File: config.mk
export PLATFORM = sky130hd
export DESIGN_NAME = adcsc_scan_ctrl
export DESIGN_NICKNAME = d
export VERILOG_FILES = /design/src/pkg/adcsc_pkg.sv /design/src/pkg/adcsc_res_if.sv /design/src/rtl/adcsc_result_store.sv /design/src/rtl/adcsc_scan_ctrl.sv
export SDC_FILE = /design/constraint.sdc
export NUM_CORES = 1
export LEC_CHECK = 0
export ABC_AREA = 0
export BUFFER_PORTS_ARGS = -buffer_cell sky130_fd_sc_hd__buf_2
export CAP_MARGIN = 20
export CORE_MARGIN = 3
export CORE_UTILIZATION = 30
export CTS_BUF_LIST = sky130_fd_sc_hd__clkbuf_2
export DETAILED_ROUTE_END_ITERATION = 8
export SLEW_MARGIN = 15
export SYNTH_ARGS = -nofsm -noshare
export SYNTH_HDL_FRONTEND = slang
export SYNTH_SLANG_ARGS = --single-unit
File: constraint.sdc
create_clock -name pclk -period 8.09 [get_ports pclk]
set_input_delay 0.809 -clock pclk [delete_from_list [all_inputs] [get_ports pclk]]
set_output_delay 0.809 -clock pclk [all_outputs]
set_load 0.03 [all_outputs]
File: src/pkg/adcsc_pkg.sv
package adcsc_pkg;
    // Byte offsets of the register words on the APB.
    localparam logic [7:0] OFS_STOP = 8'h00;
    localparam logic [7:0] OFS_CSR = 8'h04;
    localparam logic [7:0] OFS_START = 8'h08;
    localparam logic [7:0] OFS_TRIG = 8'h0c;
    localparam logic [7:0] OFS_RES0 = 8'h10;
    localparam logic [7:0] OFS_RES1 = 8'h14;
    localparam logic [7:0] OFS_RES2 = 8'h18;
    localparam logic [7:0] OFS_RES3 = 8'h1c;

    // Field positions in conv_control_status.
    localparam int BIT_FLAG = 15;
    localparam int BIT_IE = 14;
    localparam int BIT_TRGEN = 11;
    localparam int BIT_FLAGCTL = 9;
    localparam int BIT_STATES = 8;
    localparam int CKS_LSB = 6;
    localparam int MODE_LSB = 4;
    localparam int BIT_CONT = 3;
    localparam int CHSEL_LSB = 0;
    localparam logic [15:0] CSR_WMASK = 16'h4bff;

    // Field positions in the other registers.
    localparam int BIT_START = 13;
    localparam int BIT_STOP0 = 0;
    localparam int TRG_U0_LSB = 4;
    localparam int TRG_G1_LSB = 8;

    // Reset values.
    localparam logic [7:0] STOP_RST = 8'hff;
    localparam logic [15:0] CSR_RST = 16'h0000;
    localparam logic [15:0] TRIG_RST = 16'h0000;

    // Conversion modes.
    localparam logic [1:0] MODE_SINGLE = 2'h0;
    localparam logic [1:0] MODE_SCAN4 = 2'h1;
    localparam logic [1:0] MODE_SCAN2 = 2'h2;

    // Conversion clock dividers and conversion lengths in states.
    localparam logic [4:0] DIV_CKS0 = 5'h04;
    localparam logic [4:0] DIV_CKS1 = 5'h08;
    localparam logic [4:0] DIV_CKS2 = 5'h10;
    localparam logic [4:0] DIV_CKS3 = 5'h02;
    localparam logic [6:0] LEN_SHORT = 7'h32;
    localparam logic [6:0] LEN_LONG = 7'h40;

    typedef enum logic [1:0] {SEQ_IDLE, SEQ_CONV, SEQ_WAIT} adcsc_seq_e;
endpackage : adcsc_pkg

File: src/pkg/adcsc_res_if.sv
`timescale 1ns/1ps
interface adcsc_res_if;
    logic wr_en;
    logic [1:0] wr_idx;
    logic [15:0] wr_data;
    logic [1:0] rd_idx;
    logic [15:0] rd_data;
    modport ctrl (output wr_en, output wr_idx, output wr_data,
                  output rd_idx, input rd_data);
    modport store (input wr_en, input wr_idx, input wr_data,
                   input rd_idx, output rd_data);
endinterface : adcsc_res_if

File: src/rtl/adcsc_result_store.sv
`timescale 1ns/1ps
module adcsc_result_store
    import adcsc_pkg::*;
(
    input wire logic pclk,
    input wire logic presetn,
    adcsc_res_if.store res
);
    logic [15:0] mem_q [0:3];
    logic [15:0] rd_q;

    always_ff @(posedge pclk or negedge presetn)
    begin
        if (!presetn)
        begin
            for (int i = 0; i < 4; i++)
            begin
                mem_q[i] <= 16'h0000;
            end
        end
        else if (res.wr_en)
        begin
            mem_q[res.wr_idx] <= res.wr_data;
        end
    end

    always_ff @(posedge pclk or negedge presetn)
    begin
        if (!presetn)
        begin
            rd_q <= 16'h0000;
        end
        else
        begin
            rd_q <= mem_q[res.rd_idx];
        end
    end

    assign res.rd_data = rd_q;
endmodule : adcsc_result_store

File: src/rtl/adcsc_scan_ctrl.sv
// The address map and the APB slave port are this design's own decisions.
`timescale 1ns/1ps
// Overview of operation
// - In scan mode, set end flag (bit 15) when all selected channels finish.
// - Software clears end flag by writing 0 only after reading it as 1.
// - A transfer-controller read of a result register also clears the flag while bit 14 is 1.
// - Interrupt follows end flag only while enable bit 14 is 1.
// - Trigger requests are ignored while trigger enable bit 11 is 0.
// - Bit 9 decides end-flag behaviour in two-channel scan mode.
// - Bit 8 selects conversion time; 0 gives 50 states per conversion.
// - Bits 7:6 select conversion clock; 00 is peripheral clock over four.
// - Bits 5:4 select mode; 01 is four-channel scan.
// - Bit 3 at 1 repeats the selected scan continuously.
// - Bits 2:0 select channels; 011 in four-channel scan means 0 to 3.
// - Clearing start bit 13 stops conversion and returns to idle.
// - Setting start bit begins conversion with the chosen settings.
// - Single mode clears the start bit itself when conversion ends.
// - Trigger field at bits 7:4 picks the start source; bits 3:0 are unused; reset 0000.
// - Field at bits 11:8 picks the group-1 trigger in 2-ch scan; bits 15:12 are unused.
// - Module-stop bit 0 at 1 halts the converter unit; 0 lets it run.
// - Each conversion result is stored in its channel's result register.
module adcsc_scan_ctrl
    import adcsc_pkg::*;
(
    input wire logic pclk,
    input wire logic presetn,
    input wire logic psel,
    input wire logic penable,
    input wire logic pwrite,
    input wire logic [7:0] paddr,
    input wire logic [31:0] pwdata,
    output logic [31:0] prdata,
    output logic pready,
    output logic pslverr,
    input wire logic [15:0] trig_pin,
    input wire logic xfer_read,
    input wire logic [15:0] sample_data,
    output logic sample_req,
    output logic [2:0] sample_chan,
    output logic conv_clk_en,
    output logic conversion_end_irq
);
    logic [7:0] stop_q;
    logic [14:0] csr_q;
    logic flag_q;
    logic start_q;
    logic [15:0] trig_q;
    logic [31:0] prdata_q;
    logic pready_q;
    logic pslverr_q;
    logic rd_seen_q;
    logic sample_req_q;
    logic [2:0] chan_q;
    logic group_q;
    logic [6:0] cnt_q;
    logic [4:0] div_q;
    logic clk_en_q;
    logic irq_q;
    logic [15:0] ts1_q;
    logic [15:0] ts2_q;
    logic [15:0] ts3_q;
    logic [15:0] tlvl_q;
    adcsc_seq_e state_q;

    adcsc_res_if res ();

    adcsc_result_store u_store (
        .pclk(pclk),
        .presetn(presetn),
        .res(res)
    );

    logic acc;
    logic done;
    logic wr_done;
    logic hit;
    logic is_res;
    logic [31:0] rd_mux;
    logic ie;
    logic trgen;
    logic flagctl;
    logic cont;
    logic stop0;
    logic [1:0] mode;
    logic [2:0] chan_sel;
    logic [4:0] div_n;
    logic [6:0] len;
    logic run;
    logic tick;
    logic conv_end;
    logic at_last;
    logic pass_end;
    logic group_end;
    logic set_flag;
    logic sw_clr;
    logic xfer_clr;
    logic sw_start;
    logic sw_stop;
    logic [15:0] trig_rise;
    logic [3:0] trig_src;
    logic trig_fire;
    logic [2:0] first_g0;
    logic [2:0] last_g0;
    logic [2:0] first_g1;
    logic [2:0] last_g1;
    logic [2:0] last_chan;

    assign ie = csr_q[BIT_IE];
    assign trgen = csr_q[BIT_TRGEN];
    assign flagctl = csr_q[BIT_FLAGCTL];
    assign cont = csr_q[BIT_CONT];
    assign mode = csr_q[MODE_LSB +: 2];
    assign chan_sel = csr_q[CHSEL_LSB +: 3];
    assign stop0 = stop_q[BIT_STOP0];

    // APB answer: pready rises in the second access cycle, so the
    // result store's registered read data is always in time.
    assign acc = psel && penable;
    assign done = acc && pready_q;
    assign wr_done = done && pwrite;
    assign res.rd_idx = paddr[3:2];

    always_comb
    begin
        rd_mux = 32'h0000_0000;
        hit = 1'b1;
        is_res = 1'b0;
        case (paddr)
            OFS_STOP: rd_mux = {24'h00_0000, stop_q};
            OFS_CSR: rd_mux = {16'h0000, flag_q, csr_q};
            OFS_START: rd_mux = {18'h0_0000, start_q, 13'h0000};
            OFS_TRIG: rd_mux = {16'h0000, trig_q};
            OFS_RES0, OFS_RES1, OFS_RES2, OFS_RES3:
            begin
                rd_mux = {16'h0000, res.rd_data};
                is_res = 1'b1;
            end
            default: hit = 1'b0;
        endcase
    end

    always_ff @(posedge pclk or negedge presetn)
    begin
        if (!presetn)
        begin
            pready_q <= 1'b0;
            prdata_q <= 32'h0000_0000;
            pslverr_q <= 1'b0;
        end
        else
        begin
            pready_q <= acc && !pready_q;
            if (acc && !pready_q)
            begin
                prdata_q <= pwrite ? 32'h0000_0000 : rd_mux;
                pslverr_q <= !hit;
            end
        end
    end

    // Software-written registers; unmapped writes change nothing.
    always_ff @(posedge pclk or negedge presetn)
    begin
        if (!presetn)
        begin
            stop_q <= STOP_RST;
            csr_q <= CSR_RST[14:0];
            trig_q <= TRIG_RST;
        end
        else if (wr_done)
        begin
            if (paddr == OFS_STOP)
            begin
                stop_q <= pwdata[7:0];
            end
            if (paddr == OFS_CSR)
            begin
                csr_q <= pwdata[14:0] & CSR_WMASK[14:0];
            end
            if (paddr == OFS_TRIG)
            begin
                trig_q <= pwdata[15:0];
            end
        end
    end

    // Software may only clear the flag by a write that follows a read of 1.
    assign sw_clr = wr_done && paddr == OFS_CSR && !pwdata[BIT_FLAG]
        && rd_seen_q;
    assign xfer_clr = done && !pwrite && is_res && xfer_read && ie;

    always_ff @(posedge pclk or negedge presetn)
    begin
        if (!presetn)
        begin
            rd_seen_q <= 1'b0;
        end
        else if (done && paddr == OFS_CSR)
        begin
            rd_seen_q <= !pwrite && prdata_q[BIT_FLAG];
        end
    end

    // A hardware set in the same cycle as a clear wins.
    always_ff @(posedge pclk or negedge presetn)
    begin
        if (!presetn)
        begin
            flag_q <= 1'b0;
        end
        else if (set_flag)
        begin
            flag_q <= 1'b1;
        end
        else if (sw_clr || xfer_clr)
        begin
            flag_q <= 1'b0;
        end
    end

    always_ff @(posedge pclk or negedge presetn)
    begin
        if (!presetn)
        begin
            irq_q <= 1'b0;
            clk_en_q <= 1'b0;
        end
        else
        begin
            irq_q <= flag_q && ie;
            clk_en_q <= !stop0;
        end
    end

    // Trigger pins: three stages; a level counts when stages 2 and 3 agree.
    always_ff @(posedge pclk or negedge presetn)
    begin
        if (!presetn)
        begin
            ts1_q <= 16'h0000;
            ts2_q <= 16'h0000;
            ts3_q <= 16'h0000;
            tlvl_q <= 16'h0000;
        end
        else
        begin
            ts1_q <= trig_pin;
            ts2_q <= ts1_q;
            ts3_q <= ts2_q;
            tlvl_q <= (ts2_q & ts3_q) | (tlvl_q & (ts2_q | ts3_q));
        end
    end

    assign trig_rise = ts2_q & ts3_q & ~tlvl_q;
    assign trig_src = (state_q == SEQ_WAIT) ? trig_q[TRG_G1_LSB +: 4]
        : trig_q[TRG_U0_LSB +: 4];
    assign trig_fire = trgen && !stop0 && trig_rise[trig_src];

    // Channel ranges; only the low two bits index a result word.
    always_comb
    begin
        first_g0 = {chan_sel[2], 2'h0};
        last_g0 = chan_sel;
        first_g1 = {chan_sel[2], 2'h2};
        last_g1 = {chan_sel[2], 1'b1, chan_sel[0]};
        if (mode == MODE_SINGLE)
        begin
            first_g0 = chan_sel;
        end
        else if (mode == MODE_SCAN2)
        begin
            last_g0 = {chan_sel[2], 1'b0, chan_sel[0]};
        end
    end

    assign last_chan = group_q ? last_g1 : last_g0;

    always_comb
    begin
        case (csr_q[CKS_LSB +: 2])
            2'h0: div_n = DIV_CKS0;
            2'h1: div_n = DIV_CKS1;
            2'h2: div_n = DIV_CKS2;
            default: div_n = DIV_CKS3;
        endcase
    end

    assign len = csr_q[BIT_STATES] ? LEN_LONG : LEN_SHORT;
    assign run = state_q == SEQ_CONV && !stop0;
    assign tick = run && div_q == 5'(div_n - 5'h01);
    assign conv_end = tick && cnt_q == 7'(len - 7'h01);
    assign at_last = conv_end && chan_q == last_chan;
    assign pass_end = at_last && (mode != MODE_SCAN2 || group_q);
    assign group_end = at_last && mode == MODE_SCAN2 && !group_q;
    assign set_flag = pass_end || (group_end && !flagctl);

    assign sw_start = wr_done && paddr == OFS_START && pwdata[BIT_START];
    assign sw_stop = wr_done && paddr == OFS_START && !pwdata[BIT_START];

    assign res.wr_en = conv_end;
    assign res.wr_idx = chan_q[1:0];
    assign res.wr_data = sample_data;

    // Conversion clock enable, restarted with every conversion.
    always_ff @(posedge pclk or negedge presetn)
    begin
        if (!presetn)
        begin
            div_q <= 5'h00;
        end
        else if (!run || sample_req_q || tick)
        begin
            div_q <= 5'h00;
        end
        else
        begin
            div_q <= 5'(div_q + 5'h01);
        end
    end

    always_ff @(posedge pclk or negedge presetn)
    begin
        if (!presetn)
        begin
            cnt_q <= 7'h00;
        end
        else if (state_q != SEQ_CONV || conv_end)
        begin
            cnt_q <= 7'h00;
        end
        else if (tick)
        begin
            cnt_q <= 7'(cnt_q + 7'h01);
        end
    end

    // Sequencer. Mode 11 behaves as four-channel scan.
    always_ff @(posedge pclk or negedge presetn)
    begin
        if (!presetn)
        begin
            state_q <= SEQ_IDLE;
            start_q <= 1'b0;
            chan_q <= 3'h0;
            group_q <= 1'b0;
            sample_req_q <= 1'b0;
        end
        else
        begin
            sample_req_q <= 1'b0;
            if (sw_stop)
            begin
                start_q <= 1'b0;
                state_q <= SEQ_IDLE;
            end
            else
            begin
                case (state_q)
                    SEQ_IDLE:
                    begin
                        if (sw_start || trig_fire)
                        begin
                            start_q <= 1'b1;
                            group_q <= 1'b0;
                            chan_q <= first_g0;
                            sample_req_q <= 1'b1;
                            state_q <= SEQ_CONV;
                        end
                    end
                    SEQ_CONV:
                    begin
                        if (conv_end && !at_last)
                        begin
                            chan_q <= 3'(chan_q + 3'h1);
                            sample_req_q <= 1'b1;
                        end
                        else if (at_last && mode == MODE_SINGLE)
                        begin
                            start_q <= 1'b0;
                            state_q <= SEQ_IDLE;
                        end
                        else if (group_end && trgen)
                        begin
                            state_q <= SEQ_WAIT;
                        end
                        else if (group_end)
                        begin
                            group_q <= 1'b1;
                            chan_q <= first_g1;
                            sample_req_q <= 1'b1;
                        end
                        else if (pass_end && cont)
                        begin
                            group_q <= 1'b0;
                            chan_q <= first_g0;
                            sample_req_q <= 1'b1;
                        end
                        else if (pass_end)
                        begin
                            start_q <= 1'b0;
                            state_q <= SEQ_IDLE;
                        end
                    end
                    SEQ_WAIT:
                    begin
                        if (trig_fire)
                        begin
                            group_q <= 1'b1;
                            chan_q <= first_g1;
                            sample_req_q <= 1'b1;
                            state_q <= SEQ_CONV;
                        end
                    end
                    default: state_q <= SEQ_IDLE;
                endcase
            end
        end
    end

    assign prdata = prdata_q;
    assign pready = pready_q;
    assign pslverr = pslverr_q;
    assign sample_req = sample_req_q;
    assign sample_chan = chan_q;
    assign conv_clk_en = clk_en_q;
    assign conversion_end_irq = irq_q;

    // Helper: cycles since a conversion began, and whether it was disturbed.
    logic [8:0] age_q;
    logic stall_q;
    always_ff @(posedge pclk or negedge presetn)
    begin
        if (!presetn)
        begin
            age_q <= 9'h000;
            stall_q <= 1'b1;
        end
        else
        begin
            age_q <= sample_req_q ? 9'h001 : 9'(age_q + 9'h001);
            stall_q <= !sample_req_q && (stall_q || stop0
                || csr_q[CKS_LSB +: 2] != 2'h0 || csr_q[BIT_STATES]);
        end
    end
endmodule : adcsc_scan_ctrl

==> run metrics <==
most frequent cells in the layout=dfrtp_1, mux2_2, buf_2, clkbuf_2, nand2_1; ys async rst share=100%; crit start category=flop; # rows=64; number of flops mapped to enable cells by yosys=0; htree depth=2; Mapped Cells=675; vias in the first global route=6371; GRT Resource Usage Total=13.5%; Slew @ Worst Pin=0.942 ns; largest net degree at the start of global routing=108; Area growth, synth to finish=15.7%; Netlist Area Pre-Place=9380 µm²; grt ovf=0; synth unique cells=68; Final Hold Fails=0; Final setup viols=0; pre-CTS worst setup slack=4.23 ns; Wirelength per Cell=17.6 µm; synth warn=0; max cap viols=0; Hold Crit Class=primary input to flop; register area share after synthesis=59.4%; Clock Latency Late Sink=0.90 ns; Post-CTS Resized=0; width of the die=183 µm; worst slew margin relative to its limit=37.0%; clock transition time at the flip-flop clock pins of the worst setup and hold paths=0.11 ns; final WL=22.1 mm; global-route wire length before repair=35.8 mm; main area contributors after synthesis=dfrtp_1, mux2_2, mux4_2, dfstp_2, ha_1; Slew Viols, Final=0; FMAX=283 MHz; peak supply drop=0.0875 mV; syn_area_per_cell=13.9 µm²; gpl congestion=0.798; crit end category=flop; vias=5926; worst-case clock skew=0.100 ns; Synth area leader=dfrtp_1; Iteration-0 DRC Markers=333; # DRC=0; RSZ-0062 raised after global routing=no; Final WS setup=4.55 ns; initial core utilization=30.6%; clock buffer depth=3; dpl hpwl=14.8 mm; initial antenna violation count=7; via/cell ratio=4.74; Yosys reg bits=222; CP Class=flop to flop; port bufs=85; CTS tree=done; Top FF cell, synth=dfrtp_1; CTS sink count=222; Root Buffer=clkbuf_2; top cell type's share of synthesized area=57.1%; most common cell after layout, fill and taps aside=dfrtp_1; cts bufs inserted=56; CP required=8.81 ns; Critical Path AT=4.26 ns; Final nets=904; status=finished clean; layout cells sized above 1=36.9%; CORE AREA=30700 µm²; Antenna Nets Post-Route=0; Pre-antenna DRT Iters=5; Crit Path Max Fanout=11; Sum Neg Setup Slack=0 ns; pwr/cell area=209 nW/µm²; crit share post-route=43.7%; Die Area=33400 µm²; die height=183 µm; minimum clock period=3.54 ns; I/O pin cnt=118; leakage power=4.97 nW
## Yosys cell counts, types with 7 or more instances
cell and number:
a222oi_1 13, a21o_1 8, clkbuf_1 9, mux2_2 100, dfstp_2 8, nand2_1 43
nand3b_1 18, inv_1 17, xnor2_1 7, maj3_1 16, nand3_1 8, buf_2 7
ha_1 13, o21ai_0 18, a21oi_1 15, mux4_2 16, mux2i_1 13, xor2_1 10
dfrtp_1 214, nor2_1 23, buf_4 19
## flip-flops by register name, summed over array words and instances (netlist names), 3 cells and up
name,flops
tlvl_q,16
u_store.mem_q,64
trig_q,16
stop_q,8
sample_chan,3
div_q,5
cnt_q,7
prdata,16
ts1_q,16
ts3_q,16
u_store.res.rd_data,16
ts2_q,16
csr_q,12
## critical path, cell delays in order, from the launching register on
cell       delay [ns]
dfrtp_1          0.42
inv_1            0.11
ha_1             0.49
mux2i_4          0.58
mux2i_1          0.37
a22oi_1          0.16
a2111oi_2        0.48
nor3_2           0.14
a211oi_4         0.30
mux2_1           0.36
## area by class of cell
class | instances | area [µm²]
antenna | 3 | 7.51
clock buffer | 81 | 405
clock inverter | 16 | 125
fill | 3063 | 19800
inverter | 18 | 67.6
multi-input combinational | 412 | 3570
sequential | 222 | 5570
tap | 396 | 495
timing repair buffer | 103 | 611
## per-layer routing
layer / part of all wire, % / up-vias / routed length [µm] / global-route usage, %
met5: 0.21 / - / 46 / 0
met4: 2.6 / 6 / 581 / 4.81
met3: 5.4 / 56 / 1200 / 3.65
met2: 46 / 153 / 10200 / 21.2
met1: 45 / 2988 / 10000 / 18.2
li1: - / 2723 / - / -
## logic make-up after synthesis
family	count (synthesis)	synth area share, %
flops	222	59.4
simple gates	134	7.77
mux	132	17.7
compound gates	84	6.89
buf+inv	56	3.19
fa+ha+maj	29	3.44
xor+xnor	17	1.59
other cells	1	0.0400
## final timing paths
kind	startpoint	endpoint	slack, ns	cells after the start
worst min register to register	ts1_q[7]	ts2_q[7]	0.34	0
worst max-delay path	state_q[0]	sample_chan[2]	4.55	9
max in group asynchronous	presetn	conv_clk_en	6.17	3
worst min-delay path	trig_pin[1]	ts1_q[1]	0.12	1
worst max register to register	state_q[0]	sample_chan[2]	4.55	9
min in group asynchronous	presetn	group_q	0.60	2
## where the power goes
group	switching (mW)	internal, mW	total (mW)
logic	0.152	0.106	0.257
clock network	0.464	0.333	0.797
registers	0.0415	1.17	1.21
total	0.657	1.61	2.26
## metrics by stage
stage	power (mW)	util, %	area (µm²)	std cells	hold slack (ns)
after detailed placement	1.48	33.1	10100	1135	0.336
after floorplan	1.39	-	9430	690	0.331
after global placement	1.48	33.1	10100	1135	0.335
final	2.26	35.4	10800	1251	0.122
after CTS	2.31	35.3	10800	1248	0.00133
after global routing	2.41	35.4	10800	1251	0.00181
## repair_timing
item	4_1_cts	5_1_grt
hold endpoints to repair	118	0
buffers inserted	0	0
hold buffers	16	0
No activity file was read; power rests on OpenSTA's default activity.
